`config.mk`:
```
export PLATFORM = sky130hd
export DESIGN_NAME = wepc_top
export DESIGN_NICKNAME = d
export VERILOG_FILES = /design/src/pkg/wepc_pkg.sv /design/src/hw/wepc_top.sv /design/src/hw/wepc_pulse_timer.sv
export SDC_FILE = /design/constraint.sdc
export NUM_CORES = 1
export LEC_CHECK = 0
export BUFFER_PORTS_ARGS = -buffer_cell sky130_fd_sc_hd__buf_4
export CAP_MARGIN = 20
export CORE_MARGIN = 2
export CORE_UTILIZATION = 52
export DETAILED_ROUTE_END_ITERATION = 7
export GPL_TIMING_DRIVEN = 0
export PLACE_DENSITY = 0.8
export RECOVER_POWER = 100
export SYNTH_ARGS = -nofsm -noshare
export SYNTH_HDL_FRONTEND = slang
export SYNTH_HIERARCHICAL = 1
export SYNTH_SLANG_ARGS = --single-unit
```
`constraint.sdc`:
```
create_clock -name clk -period 3.1 [get_ports clk]
set_input_delay 0.465 -clock clk [delete_from_list [all_inputs] [get_ports clk]]
set_output_delay 0.465 -clock clk [all_outputs]
set_load 0.01 [all_outputs]
```
`src/pkg/wepc_pkg.sv`:
```
// wake event power control: shared constants and carrier types
// assumes a 250 MHz system clock and the host bus carrying byte addresses
package wepc_pkg;

  // ==========================================================================
  // host bus and register map
  // ==========================================================================
  localparam int unsigned ADDR_W = 10;
  localparam logic [ADDR_W-1:0] OFF_POWER_WAKE_CONTROL = 10'h084;
  localparam logic [31:0] RESET_POWER_WAKE_CONTROL = 32'h0000_0000;

  // ==========================================================================
  // field positions
  // ==========================================================================
  localparam int unsigned BIT_ENERGY_SEEN_PORT2 = 17;
  localparam int unsigned BIT_ENERGY_SEEN_PORT1 = 16;
  localparam int unsigned BIT_ENERGY_WAKE_EN_PORT2 = 15;
  localparam int unsigned BIT_ENERGY_WAKE_EN_PORT1 = 14;
  localparam int unsigned BIT_VIRTUAL_PHY_RESET = 10;
  localparam int unsigned BIT_LAN_WAKE_ENABLE = 9;
  localparam int unsigned BIT_LAN_WAKE_SEEN = 5;
  localparam int unsigned BIT_WAKE_PIN_STYLE = 3;
  localparam int unsigned BIT_WAKE_PIN_ENABLE = 1;
  localparam int unsigned BIT_DEVICE_READY = 0;

  // ==========================================================================
  // timing
  // ==========================================================================
  localparam int unsigned CLK_FREQ_HZ = 250_000_000;
  localparam int unsigned WAKE_PULSE_MS = 50;
  localparam int unsigned WAKE_PULSE_CYCLES = (CLK_FREQ_HZ / 1000) * WAKE_PULSE_MS;
  localparam int unsigned PULSE_CNT_W = 24;
  localparam logic [3:0] VPHY_RESET_HOLD_CYCLES = 4'h8;

  // ==========================================================================
  // types
  // ==========================================================================
  typedef struct packed {
    logic cs;
    logic we;
    logic re;
    logic [ADDR_W-1:0] addr;
    logic [31:0] wdata;
  } wepc_host_req_t;

  // one bit per wake source; index order matches the status and enable fields
  typedef struct packed {
    logic lan_wake;
    logic energy_port2;
    logic energy_port1;
  } wepc_evt_t;

  typedef enum logic [1:0] {
    WEPC_VR_IDLE = 2'b00,
    WEPC_VR_HOLD = 2'b01,
    WEPC_VR_LEAVE = 2'b11
  } wepc_vr_state_t;

endpackage

```
`src/hw/wepc_top.sv`:
```
// wake event power control: power management control register and wake pin
// assumes event inputs stay high until the source clears them, all in clk domain
//
// Functional notes
// - port 2 energy event sets status bit 17; write one clears it.
// - port 1 energy event sets status bit 16; write one clears it.
// - write-one clear fails while the source event is still pending.
// - enable bit 15 lets port 2 energy events drive the wake pin.
// - enable bit 14 lets port 1 energy events drive the wake pin.
// - enabled energy events raise the wake interrupt flag regardless of pin enable.
// - writing one to bit 10 resets the virtual phy; clears itself afterwards.
// - writes to bit 10 are ignored while it reads high.
// - enable bit 9 lets lan wake events drive pin and interrupt flag.
// - this register stays readable while not ready; reads get no answer while sys_rst is high.
// - bit 1 gates the wake pin; interrupt flag is not gated.
// - bit 3 clear gives a 50 ms pulse, set holds pin continuously.
// - bit 5 is lan wake status, write one clears once source cleared.
// - bit 0 is read-only ready flag, low after sys_rst.
`timescale 1ns/10ps
`default_nettype none

module wepc_top #(
  parameter int unsigned PULSE_CYCLES = wepc_pkg::WAKE_PULSE_CYCLES
) (
  input wire logic clk,
  input wire logic sys_rst,
  input wire wepc_pkg::wepc_host_req_t host_req,
  output logic [31:0] host_rdata,
  output logic host_rvalid,
  input wire wepc_pkg::wepc_evt_t evt_pending,
  input wire logic device_ready,
  input wire logic vphy_in_reset,
  output logic virtual_phy_reset_out,
  output logic wake_event_pin,
  output logic wake_irq_flag
);

  // ==========================================================================
  // register state
  // ==========================================================================
  wepc_pkg::wepc_evt_t seen_q;
  wepc_pkg::wepc_evt_t wake_en_q;
  logic wake_pin_enable_q;
  logic wake_pin_style_q;
  logic ready_q;
  wepc_pkg::wepc_vr_state_t vr_state_q;
  logic [3:0] vr_hold_q;
  logic wake_any_q;
  logic [31:0] host_rdata_q;
  logic host_rvalid_q;
  logic virtual_phy_reset_q;
  logic wake_event_pin_q;
  logic wake_irq_flag_q;

  logic hit;
  logic wr_hit;
  logic rd_hit;
  logic [31:0] reg_word;
  wepc_pkg::wepc_evt_t w1c_mask;
  wepc_pkg::wepc_evt_t wr_en_val;
  logic wake_any;
  logic pulse_start;
  logic pulse_busy;
  logic vphy_bit;

  // ==========================================================================
  // host decode
  // ==========================================================================
  assign hit = host_req.cs && (host_req.addr == wepc_pkg::OFF_POWER_WAKE_CONTROL);
  assign rd_hit = hit && host_req.re;
  // writes before ready are invalid, so they are dropped
  assign wr_hit = hit && host_req.we && ready_q;

  assign w1c_mask = wepc_pkg::wepc_evt_t'({
    host_req.wdata[wepc_pkg::BIT_LAN_WAKE_SEEN],
    host_req.wdata[wepc_pkg::BIT_ENERGY_SEEN_PORT2],
    host_req.wdata[wepc_pkg::BIT_ENERGY_SEEN_PORT1]
  });

  assign wr_en_val = wepc_pkg::wepc_evt_t'({
    host_req.wdata[wepc_pkg::BIT_LAN_WAKE_ENABLE],
    host_req.wdata[wepc_pkg::BIT_ENERGY_WAKE_EN_PORT2],
    host_req.wdata[wepc_pkg::BIT_ENERGY_WAKE_EN_PORT1]
  });

  // ==========================================================================
  // status flags
  // ==========================================================================
  // sticky status flags for port 1 and port 2 energy and lan wake
  // pending source re-sets flag
  // the set term is or-ed after the clear, so a pending source always wins
  always_ff @(posedge clk or posedge sys_rst) begin
    if (sys_rst) begin
      seen_q <= '0;
    end else if (wr_hit) begin
      seen_q <= (seen_q & ~w1c_mask) | evt_pending;
    end else begin
      seen_q <= seen_q | evt_pending;
    end
  end

  // ==========================================================================
  // enables
  // ==========================================================================
  // zero after reset
  always_ff @(posedge clk or posedge sys_rst) begin
    if (sys_rst) begin
      wake_en_q <= '0;
      wake_pin_enable_q <= 1'b0;
      wake_pin_style_q <= 1'b0;
    end else if (wr_hit) begin
      wake_en_q <= wr_en_val;
      wake_pin_enable_q <= host_req.wdata[wepc_pkg::BIT_WAKE_PIN_ENABLE];
      wake_pin_style_q <= host_req.wdata[wepc_pkg::BIT_WAKE_PIN_STYLE];
    end
  end

  // ==========================================================================
  // ready flag
  // ==========================================================================
  // ready low after reset
  always_ff @(posedge clk or posedge sys_rst) begin
    if (sys_rst) begin
      ready_q <= 1'b0;
    end else begin
      ready_q <= device_ready;
    end
  end

  // ==========================================================================
  // virtual phy reset sequencer
  // ==========================================================================
  // hold the reset a few cycles, then wait for the phy to report it has left
  // reset; a phy that never reports keeps the bit high, which is visible
  always_ff @(posedge clk or posedge sys_rst) begin
    if (sys_rst) begin
      vr_state_q <= wepc_pkg::WEPC_VR_IDLE;
      vr_hold_q <= '0;
    end else begin
      unique case (vr_state_q)
        wepc_pkg::WEPC_VR_IDLE: begin
          if (wr_hit && host_req.wdata[wepc_pkg::BIT_VIRTUAL_PHY_RESET]) begin
            vr_state_q <= wepc_pkg::WEPC_VR_HOLD;
            vr_hold_q <= wepc_pkg::VPHY_RESET_HOLD_CYCLES;
          end
        end
        wepc_pkg::WEPC_VR_HOLD: begin
          if (vr_hold_q == 4'h1) begin
            vr_state_q <= wepc_pkg::WEPC_VR_LEAVE;
          end
          vr_hold_q <= vr_hold_q - 4'h1;
        end
        wepc_pkg::WEPC_VR_LEAVE: begin
          if (!vphy_in_reset) begin
            vr_state_q <= wepc_pkg::WEPC_VR_IDLE;
          end
        end
        default: begin
          vr_state_q <= wepc_pkg::WEPC_VR_IDLE;
          vr_hold_q <= '0;
        end
      endcase
    end
  end

  assign vphy_bit = (vr_state_q != wepc_pkg::WEPC_VR_IDLE);

  always_ff @(posedge clk or posedge sys_rst) begin
    if (sys_rst) begin
      virtual_phy_reset_q <= 1'b0;
    end else begin
      virtual_phy_reset_q <= (vr_state_q == wepc_pkg::WEPC_VR_HOLD);
    end
  end

  // ==========================================================================
  // wake event combining
  // ==========================================================================
  // or of enabled status
  assign wake_any = |(seen_q & wake_en_q);
  assign pulse_start = wake_any && !wake_any_q;

  always_ff @(posedge clk or posedge sys_rst) begin
    if (sys_rst) begin
      wake_any_q <= 1'b0;
    end else begin
      wake_any_q <= wake_any;
    end
  end

  always_ff @(posedge clk or posedge sys_rst) begin
    if (sys_rst) begin
      wake_irq_flag_q <= 1'b0;
    end else begin
      wake_irq_flag_q <= wake_any;
    end
  end

  // ==========================================================================
  // wake pin
  // ==========================================================================
  // 50 ms one-shot
  wepc_pulse_timer u_pulse (
    .clk(clk),
    .sys_rst(sys_rst),
    .start(pulse_start),
    .length(PULSE_CYCLES[wepc_pkg::PULSE_CNT_W-1:0]),
    .busy(pulse_busy)
  );

  // clearing the status or the enable drops the pin in either style
  always_ff @(posedge clk or posedge sys_rst) begin
    if (sys_rst) begin
      wake_event_pin_q <= 1'b0;
    end else begin
      wake_event_pin_q <= wake_pin_enable_q && wake_any && (wake_pin_style_q || pulse_busy);
    end
  end

  // ==========================================================================
  // read path
  // ==========================================================================
  // reserved bits zero
  always_comb begin
    reg_word = wepc_pkg::RESET_POWER_WAKE_CONTROL;
    reg_word[wepc_pkg::BIT_ENERGY_SEEN_PORT2] = seen_q.energy_port2;
    reg_word[wepc_pkg::BIT_ENERGY_SEEN_PORT1] = seen_q.energy_port1;
    reg_word[wepc_pkg::BIT_ENERGY_WAKE_EN_PORT2] = wake_en_q.energy_port2;
    reg_word[wepc_pkg::BIT_ENERGY_WAKE_EN_PORT1] = wake_en_q.energy_port1;
    reg_word[wepc_pkg::BIT_VIRTUAL_PHY_RESET] = vphy_bit;
    reg_word[wepc_pkg::BIT_LAN_WAKE_ENABLE] = wake_en_q.lan_wake;
    reg_word[wepc_pkg::BIT_LAN_WAKE_SEEN] = seen_q.lan_wake;
    reg_word[wepc_pkg::BIT_WAKE_PIN_STYLE] = wake_pin_style_q;
    reg_word[wepc_pkg::BIT_WAKE_PIN_ENABLE] = wake_pin_enable_q;
    reg_word[wepc_pkg::BIT_DEVICE_READY] = ready_q;
  end

  // any selected read answers next cycle; other addresses read zero
  always_ff @(posedge clk or posedge sys_rst) begin
    if (sys_rst) begin
      host_rdata_q <= '0;
      host_rvalid_q <= 1'b0;
    end else begin
      host_rvalid_q <= host_req.cs && host_req.re;
      host_rdata_q <= rd_hit ? reg_word : 32'h0000_0000;
    end
  end

  // ==========================================================================
  // outputs
  // ==========================================================================
  assign host_rdata = host_rdata_q;
  assign host_rvalid = host_rvalid_q;
  assign virtual_phy_reset_out = virtual_phy_reset_q;
  assign wake_event_pin = wake_event_pin_q;
  assign wake_irq_flag = wake_irq_flag_q;

endmodule // wepc_top

`default_nettype wire

```
`src/hw/wepc_pulse_timer.sv`:
```
// wake event power control: one-shot pulse timer for the wake pin
// assumes start is a one-cycle pulse in the clk domain
`timescale 1ns/10ps
`default_nettype none

module wepc_pulse_timer (
  input wire logic clk,
  input wire logic sys_rst,
  input wire logic start,
  input wire logic [wepc_pkg::PULSE_CNT_W-1:0] length,
  output logic busy
);

  logic [wepc_pkg::PULSE_CNT_W-1:0] count_q;

  // a new start reloads, so a fresh event restarts the full pulse
  always_ff @(posedge clk or posedge sys_rst) begin
    if (sys_rst) begin
      count_q <= '0;
    end else if (start) begin
      count_q <= length;
    end else if (count_q != '0) begin
      count_q <= count_q - 1'b1;
    end
  end

  assign busy = (count_q != '0);

endmodule // wepc_pulse_timer

`default_nettype wire

```
==> run metrics, run 1 <==
result of the run=complete, no violations; clock-pin slew on the worst setup and hold paths=about 0.10 ns; Max Fclk=about 0.36 GHz; antenna fix cells=0; Synth Instances=300; fraction of registers with async set/reset=between 90% and 100%; Crit. End Element=register; Remaining Overflow, GRT=0; maximum number of buffers from clock root to sink=2; area inside the core boundary=~0.0055 sq mm; period utilization=roughly 89%; clock skew=~0.007 ns; net count of the finished layout=451; CTS Root Buffer Type=sky130_fd_sc_hd__clkbuf_8; WHS=0.118 ns; detailed-placement wirelength estimate=approximately 4800 um; largest net degree at the start of global routing=30; data required time of the worst path=3.26 ns; number of synthesized register bits=53; latest clock arrival within the worst-skew pair=0.31 ns; total power density per cell area=roughly 450 mW/mm^2; Post-synth EDFFs=0; Startpoint Class=register; top flip-flop cell by instance count after synthesis=sky130_fd_sc_hd__dfrtp_1; per-cell via count in the routed design=between 5 and 6; Non-Filler Instances=between 400 and 500; Pins Over Slew Limit=0; cell types occupying the most area after synthesis=sky130_fd_sc_hd__dfrtp_1 (44%), sky130_fd_sc_hd__buf_4 (5.8%), sky130_fd_sc_hd__and2_1 (2.5%); CTS tree=built; netlist area before placement=0.00300 sq mm; num ports=88; Routed wire per std cell=13.7 um; number of distinct library cells after synthesis=60; end-of-flow core utilization=64.6%; initial detailed-routing violation count=approximately 110; Post-Syn Area per Cell=approximately 10 sq um; warning count from the yosys run=6; number of global-route vias before repair=roughly 2400; final routed DRC violation total=0; die footprint=approximately 0.0064 sq mm; chip width=about 80 um; count of cells resized by post-cts repair=0; # Max-Cap Violations=0; list of most frequent post-synthesis cells=sky130_fd_sc_hd__dfrtp_1 (53), sky130_fd_sc_hd__buf_4 (23), sky130_fd_sc_hd__inv_1 (20), sky130_fd_sc_hd__nor2_1 (18); buffers inserted by post-CTS timing repair=0; Initial Utilization=between 50% and 60%; CTS H-tree depth=2; die span in y=79.9 um; number of clock sinks=between 50 and 60; cell taking the most area after synthesis=sky130_fd_sc_hd__dfrtp_1; first-pass iteration count of the detailed router=4; number of placed cells counting well taps=459; filler instances=between 400 and 500; area delta synth->final=19.5%; total wirelength of the detailed-routed design=between 6000 and 7000 um; signal arrival time at the worst endpoint=about 2.9 ns; kind of critical path=reg2reg; top fanout value on the critical path=10; worst slew slack as a fraction of its limit=a little under a third; Setup Total Neg Slack=0 ns; Core Rows=27; cts hold-fix bufs=0; Tmin final=2.75 ns; setup violation total in the final timing report=0; setup repair after global routing missed its margin=no; Slew @ Worst Pin=slightly above 1 ns; share of the synthesized area in the top cell type=about 44%; quantity of I/O buffers inserted on ports=42; leakage power figure=1.63 nW; Post-DRT Antenna Nets=0; layout cells sized above 1=18.9%; worst min-delay path class=in2async; total via count after detailed routing=around 2500; PnR Total Power=~1.6 mW; portion of the post-synthesis area used by sequential elements=between 40% and 50%; total routing resource utilization after global routing=roughly a fifth; cts bufs inserted=5; RD Place Congestion=between 0.8 and 0.9; global-route wire length before repair=10700 um; number of antenna violations at the first check in global routing=0; number of hold violations in the final report=0; Max VDD drop=~230 uV; cell with the most instances after synthesis=sky130_fd_sc_hd__dfrtp_1
-- through the flow --
stage / setup WS (ns) / cell area, sq um
detailed placement: 0.431 / 3570
global placement: 0.490 / 3570
floorplan: 0.812 / 3160
global route: 0.154 / 3580
finish: 0.346 / 3580
CTS: 0.411 / 3670
-- power by group --
group          total, mW  internal [mW]  leakage, nW  switching, mW
clock network      0.405          0.165       0.0487          0.240
registers          0.882          0.778        0.647          0.104
logic              0.331          0.162        0.937          0.170
total               1.62           1.10         1.63          0.514
-- worst max-delay path, cell delays in order, from the launching register on --
cell	delay (ns)
sky130_fd_sc_hd__dfrtp_1	0.43
sky130_fd_sc_hd__inv_1	0.10
sky130_fd_sc_hd__ha_1	0.15
sky130_fd_sc_hd__nor4b_1	0.65
sky130_fd_sc_hd__nand4_1	0.33
sky130_fd_sc_hd__clkbuf_1	0.32
sky130_fd_sc_hd__nor3_1	0.53
sky130_fd_sc_hd__a221oi_1	0.10
-- sequential cells by signal, indices dropped and copies added, names as in the netlist --
signal	flops
ready_q	1
host_rvalid	1
host_rdata	10
u_pulse/count_q	24
wake_irq_flag	1
wake_event_pin	1
virtual_phy_reset_out	1
reg_word	6
vr_state_q	2
wake_pin_enable_q	1
wake_pin_style_q	1
vr_hold_q	4
-- logic make-up (layout without fill, tap and decap cells) --
logic type / count (synthesis) / in the layout / share of synthesized area (%)
buffers and inverters: 55 / 107 / 10.1
xor gates and xnor gates: 7 / 7 / 2.05
muxes: 6 / 6 / 2.84
AOI/OAI and AO/OA: 67 / 67 / 16.3
adders and majority gates: 4 / 4 / 1.67
DFF: 53 / 53 / 44.3
other: 2 / 46 / 0.251
and+or+nand+nor: 106 / 106 / 22.6
-- per-layer routing --
| layer | global-route usage (%) | part of all wire [%] | wire length [um] | up-vias |
|---|---|---|---|---|
| met2 | 38.3 | 52 | 3300 | 78 |
| met3 | 5.32 | 6.0 | 383 | 7 |
| met5 | 0 | 0 | 0 | - |
| li1 | - | - | - | 1222 |
| met4 | 6.10 | 0.94 | 60 | 0 |
| met1 | 24.9 | 41 | 2650 | 1165 |
-- final timing paths --
| path | from | endpoint | slack [ns] | cells past startpoint |
|---|---|---|---|---|
| worst max-delay path | u_pulse/count_q[0]$_DFFE_PP0P_ | u_pulse/count_q[18]$_DFFE_PP0P_ | 0.35 | 7 |
| worst min-delay path | sys_rst | host_rdata[16]$_DFF_PP0_ | 0.12 | 2 |
| worst max register to register | u_pulse/count_q[0]$_DFFE_PP0P_ | u_pulse/count_q[18]$_DFFE_PP0P_ | 0.35 | 7 |
| worst min register to register | ready_q$_DFF_PP0_ | host_rdata[0]$_DFF_PP0_ | 0.51 | 1 |
| max in group asynchronous | sys_rst | vr_state_q[1]$_DFFE_PP0P_ | 1.73 | 3 |
| min in group clk | device_ready | ready_q$_DFF_PP0_ | 0.28 | 1 |
-- cell usage in the layout, fill, tap and decap left out, types with 4 or more instances in the layout --
| master | netlist | layout |
|---|---|---|
| sky130_fd_sc_hd__nand2_1 | 13 | 13 |
| sky130_fd_sc_hd__inv_1 | 20 | 20 |
| sky130_fd_sc_hd__buf_4 | 23 | 46 |
| sky130_fd_sc_hd__nor3_1 | 10 | 10 |
| sky130_fd_sc_hd__dfrtp_1 | 53 | 53 |
| sky130_fd_sc_hd__o31ai_1 | 4 | 4 |
| sky130_fd_sc_hd__mux2_1 | 0 | 5 |
| sky130_fd_sc_hd__xnor2_1 | 5 | 5 |
| sky130_fd_sc_hd__a31oi_1 | 8 | 8 |
| sky130_fd_sc_hd__clkbuf_8 | 0 | 5 |
| sky130_fd_sc_hd__clkbuf_1 | 10 | 26 |
| sky130_fd_sc_hd__a2bb2oi_1 | 6 | 6 |
| sky130_fd_sc_hd__or4_1 | 6 | 6 |
| sky130_fd_sc_hd__ha_1 | 4 | 4 |
| sky130_fd_sc_hd__conb_1 | 2 | 46 |
| sky130_fd_sc_hd__a21oi_1 | 10 | 10 |
| sky130_fd_sc_hd__clkbuf_4 | 0 | 4 |
| sky130_fd_sc_hd__o21ai_0 | 13 | 13 |
| sky130_fd_sc_hd__and2_1 | 12 | 9 |
| sky130_fd_sc_hd__nand4_1 | 4 | 4 |
| sky130_fd_sc_hd__nor2_1 | 18 | 18 |
| sky130_fd_sc_hd__nor4_1 | 9 | 9 |
-- area by class of cell --
type | count | area (sq um) | share of cell area (%)
Inverter | 20 | 75.1 | 2.10
Clock buffer | 5 | 68.8 | 1.92
Buffer | 35 | 223 | 6.22
Tap cell | 72 | 90.1 | 2.52
Multi-Input combinational cell | 236 | 1500 | 41.9
Sequential cell | 53 | 1330 | 37.1
Timing Repair Buffer | 44 | 272 | 7.59
Clock inverter | 3 | 26.3 | 0.734
(Power assumes the default switching activity.)
==> inputs of run 2 (changes only) <==
--- a/config.mk
+++ b/config.mk
@@ -13,6 +13,7 @@
 export GPL_TIMING_DRIVEN = 0
 export PLACE_DENSITY = 0.8
 export RECOVER_POWER = 100
+export REMOVE_ABC_BUFFERS = 1
 export SYNTH_ARGS = -nofsm -noshare
 export SYNTH_HDL_FRONTEND = slang
 export SYNTH_HIERARCHICAL = 1
==> run 2 against run 1 <==
Net effect:
- final cell count is 7.1% lower
- critical endpoint is now u_pulse/count_q[15]$_DFFE_PP0P_
- fmax is 0.45% lower
- clock power rose by 16%
- worst hold slack got worse by 0.10 ns
- global-route usage is 1.2 points lower
- highest routed layer unchanged
- cell area fell by 5.3%
- register-to-register slack barely moved
==> run metrics, run 2 (same netlist as run 1, synthesis figures left out) <==
CP most frequent cell=sky130_fd_sc_hd__o21ai_0; stage delay of the slowest cell on the critical path=between 0.6 and 0.7 ns; CP delay by family, top=simple AND/OR/NAND/NOR gates; initial detailed-routing violation count=121; flip-flop count of the largest register, all copies and words added=24; setup repair after global routing missed its margin=no; total power density per cell area=~490 mW/mm^2; Core Rows=27; worst min-delay path class=in2async; Max VDD drop=265 uV; most common library cell in the layout ignoring fill and taps=sky130_fd_sc_hd__dfrtp_1; Non-Filler Instances=about 440; Crit. End Element=register; total routing resource utilization after global routing=20.1%; Pins Over Slew Limit=0; data required time of the worst path=approximately 3.3 ns; clock-pin slew on the worst setup and hold paths=approximately 0.1 ns; final routed DRC violation total=0; latest clock arrival within the worst-skew pair=around 0.3 ns; CTS H-tree depth=2; end-of-flow core utilization=61.1%; cts hold-fix bufs=0; total wirelength of the detailed-routed design=about 6100 um; buffers inserted by post-CTS timing repair=0; filler instances=510; Tmin final=about 2.8 ns; number of antenna violations at the first check in global routing=0; per-cell via count in the routed design=~5.5; kind of critical path=reg2reg; top fanout value on the critical path=14; RD Place Congestion=around 0.79; Post-DRT Antenna Nets=0; antenna fix cells=0; combinational power share=17.6%; first-pass iteration count of the detailed router=4; period utilization=between 80% and 90%; Remaining Overflow, GRT=0; chip width=between 70 and 80 um; critical path's slowest cell=sky130_fd_sc_hd__nand4_1; sequential share of power=between 50% and 60%; cells along the critical path=inv_1, ha_1, nor4b_1, nand4_1, o21ai_0, o21ai_0; largest net degree at the start of global routing=30; CTS Root Buffer Type=sky130_fd_sc_hd__clkbuf_8; number of hold violations in the final report=0; Slew @ Worst Pin=around 1.4 ns; quantity of I/O buffers inserted on ports=42; signal arrival time at the worst endpoint=slightly below 3 ns; clock skew=roughly 0.012 ns; Initial Utilization=54.1%; setup violation total in the final timing report=0; area delta synth->final=13.1%; number of clock sinks=53; power dissipated by switching net loads=0.498 mW; sw frac=a little under a third; Routed wire per std cell=14.1 um; layout cells sized above 1=between 10% and 20%; result of the run=complete, no violations; die span in y=approximately 80 um; count of cells resized by post-cts repair=0; # Max-Cap Violations=0; worst slew slack as a fraction of its limit=9.25%; Max Fclk=between 0.3 and 0.4 GHz; total via count after detailed routing=2374; CTS tree=built; number of buffers and inverters on the critical path=1; maximum number of buffers from clock root to sink=2; global-route wire length before repair=a little over 10000 um; P_int=1.16 mW; cts bufs inserted=5; part of the power in the clock network=approximately 28%; number of global-route vias before repair=around 2300; detailed-placement wirelength estimate=around 4500 um; Startpoint Class=register; net count of the finished layout=about 420; leakage power figure=between 1.5 and 2 nW; num ports=between 80 and 90; die footprint=0.00638 sq mm; most frequent cells in the layout=sky130_fd_sc_hd__dfrtp_1 (53), sky130_fd_sc_hd__conb_1 (46), sky130_fd_sc_hd__buf_4 (25); number of placed cells counting well taps=425; area inside the core boundary=about 0.0055 sq mm; Biggest register=u_pulse/count_q
[run 2: cell count changes in the layout (fill, tap and decap cells not counted), sizes merged]
cell,change
inv,-1
buf,-22
clkbuf,-10
clkinv,-1
bufinv,+1
[run 2: path summary, 6_finish.rpt]
| path | slack, ns | cells after the start | start | end |
|---|---|---|---|---|
| hold reg to reg | 0.51 | 1 | u_pulse/count_q[7]$_DFFE_PP0P_ | u_pulse/count_q[7]$_DFFE_PP0P_ |
| setup reg to reg | 0.33 | 6 | u_pulse/count_q[0]$_DFFE_PP0P_ | u_pulse/count_q[15]$_DFFE_PP0P_ |
| min in group clk | 0.28 | 1 | device_ready | ready_q$_DFF_PP0_ |
| setup / recovery | 0.33 | 6 | u_pulse/count_q[0]$_DFFE_PP0P_ | u_pulse/count_q[15]$_DFFE_PP0P_ |
| hold / removal | 0.01 | 2 | sys_rst | u_pulse/count_q[10]$_DFFE_PP0P_ |
| max in group asynchronous | 1.57 | 3 | sys_rst | host_rdata[5]$_DFF_PP0_ |
[run 2: cell type report]
class | count | area (sq um) | area share (%)
timing repair buffer | 46 | 287 | 8.46
multi-input combinational | 236 | 1500 | 44.2
tap | 72 | 90.1 | 2.66
clock buffer | 6 | 72.6 | 2.14
inverter | 20 | 75.1 | 2.22
clock inverter | 2 | 38.8 | 1.15
sequential | 53 | 1330 | 39.2
[run 2: power by group through the flow]
stage | combinational, mW | sequential (mW) | clock (mW)
5_1_grt | 0.330 | 0.916 | 0.511
3_5_place_dp | 0.291 | 0.905 | 0
3_3_place_gp | 0.278 | 0.899 | 0
2_1_floorplan | 0.216 | 0.879 | 0
6_report | 0.291 | 0.899 | 0.469
4_1_cts | 0.293 | 0.893 | 0.484
[run 2: metrics by stage]
stage / cell area (sq um) / setup TNS (ns) / hold WS, ns / power [mW] / setup WS (ns)
CTS: 3470 / 0 / 0.252 / 1.67 / 0.337
global route: 3390 / 0 / 0.00757 / 1.76 / 0.0116
floorplan: 2930 / 0 / 0.459 / 1.10 / 0.645
detailed placement: 3360 / 0 / 0.484 / 1.20 / 0.411
global placement: 3340 / -2.20 / 0.488 / 1.18 / -0.259
finish: 3390 / 0 / 0.0150 / 1.66 / 0.333
[run 2: per-layer routing]
| metal | track usage (%) | wire length, um | up-vias |
|---|---|---|---|
| met5 | 0 | 0 | - |
| li1 | - | - | 1153 |
| met3 | 5.54 | 443 | 4 |
| met4 | 4.07 | 29 | 0 |
| met1 | 25.2 | 2570 | 1135 |
| met2 | 34.6 | 3070 | 82 |
==> inputs of run 3 (changes only) <==
--- a/config.mk
+++ b/config.mk
@@ -8,13 +8,12 @@
 export BUFFER_PORTS_ARGS = -buffer_cell sky130_fd_sc_hd__buf_4
 export CAP_MARGIN = 20
 export CORE_MARGIN = 2
-export CORE_UTILIZATION = 52
+export CORE_UTILIZATION = 42
 export DETAILED_ROUTE_END_ITERATION = 7
 export GPL_TIMING_DRIVEN = 0
-export PLACE_DENSITY = 0.8
+export PLACE_DENSITY = 0.68
 export RECOVER_POWER = 100
 export REMOVE_ABC_BUFFERS = 1
 export SYNTH_ARGS = -nofsm -noshare
 export SYNTH_HDL_FRONTEND = slang
-export SYNTH_HIERARCHICAL = 1
 export SYNTH_SLANG_ARGS = --single-unit
==> run 3 against run 2 <==
Net effect:
- clock power grew 0.9%
- die area grew 15%
- critical endpoint is now u_pulse.count_q[9]$_DFFE_PP0P_
- fmax grew 8.9%
- wire length shrank 14%
- critical path type unchanged
- sequential share of layout area grew 3.2 points
==> run metrics, run 3 <==
complex-gate fraction of the synthesized area=11.8%; cell with the most instances after synthesis=sky130_fd_sc_hd__dfrtp_1; startpoint of the worst register-to-register path=u_pulse.count_q[12]$_DFFE_PP0P_; Startpoint Class=register; share of the synthesized netlist area taken by xor and xnor gates=0.313%; CTS Root Buffer Type=sky130_fd_sc_hd__clkbuf_8; Pins Over Slew Limit=0; share of the synthesized area in the top cell type=around 47%; P_int=around 1.4 mW; Non-Filler Instances=around 390; Biggest register=u_pulse.count_q; per-cell via count in the routed design=around 5.3; Crit. Startpoint=u_pulse.count_q[12]$_DFFE_PP0P_; combinational power share=a little over a quarter; Tmin final=2.54 ns; Remaining Overflow, GRT=0; top fanout value on the critical path=30; part of the power in the clock network=between 20 and 25%; number of buffers and inverters on the critical path=0; proportion of synthesized area in mux cells=under 10%; antenna fix cells=0; setup violation total in the final timing report=0; Max VDD drop=between 300 and 400 uV; cell taking the most area after synthesis=sky130_fd_sc_hd__dfrtp_1; chip width=between 80 and 90 um; worst slew slack as a fraction of its limit=approximately a third; clock skew=around 0.0054 ns; number of distinct library cells after synthesis=50; number of synthesized register bits=53; initial detailed-routing violation count=roughly 130; cell types occupying the most area after synthesis=sky130_fd_sc_hd__dfrtp_1 (47%), sky130_fd_sc_hd__buf_4 (6.2%), sky130_fd_sc_hd__mux2i_1 (3.2%); most frequent cells in the layout=sky130_fd_sc_hd__dfrtp_1 (53), sky130_fd_sc_hd__buf_4 (24), sky130_fd_sc_hd__conb_1 (22); number of antenna violations at the first check in global routing=0; Post-synth EDFFs=0; cts hold-fix bufs=0; area inside the core boundary=~0.0064 sq mm; share of synthesized cell area in and, or, nand and nor gates=a little under a quarter; leakage power figure=1.42 nW; power dissipated by switching net loads=roughly 0.70 mW; sw frac=between 30% and 40%; filler instances=600; Post-Layout Inst Area=between 0.003 and 0.004 sq mm; total wirelength of the detailed-routed design=5240 um; minimum setup slack in the final design=~0.56 ns; cts bufs inserted=5; buffers inserted by post-CTS timing repair=0; signal arrival time at the worst endpoint=about 2.7 ns; Post-Syn Area per Cell=~10 sq um; quantity of I/O buffers inserted on ports=42; CP delay by family, top=simple AND/OR/NAND/NOR gates; RD Place Congestion=0.715; total power density per cell area=653 mW/mm^2; setup repair after global routing missed its margin=no; Crit. End Element=register; most common library cell in the layout ignoring fill and taps=sky130_fd_sc_hd__dfrtp_1; total routing resource utilization after global routing=between 10% and 20%; number of hold violations in the final report=0; cells along the critical path=nor4_1, and4_1, a211oi_1, mux2i_1; area delta synth->final=12.0%; data required time of the worst path=around 3.3 ns; portion of the post-synthesis area used by sequential elements=roughly 47%; detailed-placement wirelength estimate=between 3000 and 4000 um; net count of the finished layout=around 370; fraction of registers with async set/reset=100%; sequential share of power=between 50% and 60%; period utilization=approximately four fifths; cell area after placement=0.00308 sq mm; top flip-flop cell by instance count after synthesis=sky130_fd_sc_hd__dfrtp_1; CTS tree=built; number of placed cells counting well taps=380; largest net degree at the start of global routing=38; maximum number of buffers from clock root to sink=2; number of clock sinks=53; area share of fa/ha/maj cells after synthesis=about 1.8%; Setup Total Neg Slack=0 ns; count of cells resized by post-cts repair=0; global-route wire length before repair=9000 um; clock-pin slew on the worst setup and hold paths=roughly 0.1 ns; flip-flop count of the largest register, all copies and words added=24; kind of critical path=reg2reg; warning count from the yosys run=0; Max Fclk=roughly 0.4 GHz; die span in y=85.6 um; post-placement worst setup slack=roughly 0.62 ns; Routed wire per std cell=13.5 um; layout cells sized above 1=17.0%; die footprint=0.00733 sq mm; critical path's slowest cell=sky130_fd_sc_hd__and4_1; total via count after detailed routing=2059; Slew @ Worst Pin=between 0.9 and 1 ns; final routed DRC violation total=0; # Max-Cap Violations=0; worst min-delay path class=in2async; latest clock arrival within the worst-skew pair=approximately 0.30 ns; Core Rows=29; num ports=88; netlist area before placement=about 0.0028 sq mm; Initial Utilization=~44%; stage delay of the slowest cell on the critical path=about 0.94 ns; CTS H-tree depth=2; Post-DRT Antenna Nets=0; main combinational cell family by area after synthesis=simple AND/OR/NAND/NOR gates; number of global-route vias before repair=a little over 2000; Synth Instances=270; result of the run=complete, no violations; list of most frequent post-synthesis cells=sky130_fd_sc_hd__dfrtp_1 (53), sky130_fd_sc_hd__buf_4 (23), sky130_fd_sc_hd__nand2_1 (17), sky130_fd_sc_hd__a21oi_1 (15), sky130_fd_sc_hd__and2_1 (14); first-pass iteration count of the detailed router=4
[run 3: final cells by class]
| type | count | area, sq um | area share (%) |
|---|---|---|---|
| multi-input combinational | 196 | 1280 | 40.7 |
| tap | 77 | 96.3 | 3.07 |
| inverter | 10 | 37.5 | 1.20 |
| timing repair buffer | 44 | 287 | 9.14 |
| clock buffer | 6 | 72.6 | 2.32 |
| clock inverter | 2 | 38.8 | 1.24 |
| sequential | 53 | 1330 | 42.3 |
[run 3: worst paths after layout]
check | endpoint | slack [ns] | cells past startpoint
min in group clk | ready_q$_DFF_PP0_ | 0.28 | 1
max in group asynchronous | u_pulse.count_q[7]$_DFFE_PP0P_ | 2.20 | 3
min reg2reg | host_rdata[0]$_DFF_PP0_ | 0.49 | 1
max reg2reg | u_pulse.count_q[9]$_DFFE_PP0P_ | 0.56 | 4
min | host_rdata[5]$_DFF_PP0_ | 0.27 | 2
max | u_pulse.count_q[9]$_DFFE_PP0P_ | 0.56 | 4
[run 3: power groups by stage]
stage,clock network (mW),registers (mW),logic [mW]
6_report,0.473,1.03,0.545
5_1_grt,0.513,1.07,0.632
4_1_cts,0.483,1.03,0.551
3_5_place_dp,0,1.04,0.542
3_3_place_gp,0,1.03,0.511
2_1_floorplan,0,0.997,0.434
[run 3: worst register-to-register path, cell delays in order (launching register included)]
cell and delay, ns:
sky130_fd_sc_hd__dfrtp_1 0.46, sky130_fd_sc_hd__nor4_1 0.65, sky130_fd_sc_hd__and4_1 0.94, sky130_fd_sc_hd__a211oi_1 0.22, sky130_fd_sc_hd__mux2i_1 0.16
[run 3: routing by layer]
metal	global-route usage, %	up-vias	routed length [um]
li1	-	1005	-
met1	17.9	1000	2240
met2	26.7	49	2640
met3	4.62	5	314
met4	4.04	0	48
met5	0	-	0
[run 3: cells by family (layout without fill, tap and decap cells)]
kind of cell | Yosys count | count (layout)
simple gates | 106 | 106
flops | 53 | 53
compound gates | 49 | 49
buf+inv | 42 | 62
mux | 14 | 14
fa+ha+maj | 4 | 4
other cells | 1 | 22
xor+xnor | 1 | 1
[run 3: metrics by stage]
stage	util [%]	total power, mW	hold WS [ns]
after floorplan	-	1.43	0.453
after global placement	47.8	1.54	0.460
after CTS	49.9	2.06	0.151
after detailed placement	48.2	1.58	0.469
after global routing	49.1	2.21	0.258
final	49.1	2.05	0.265
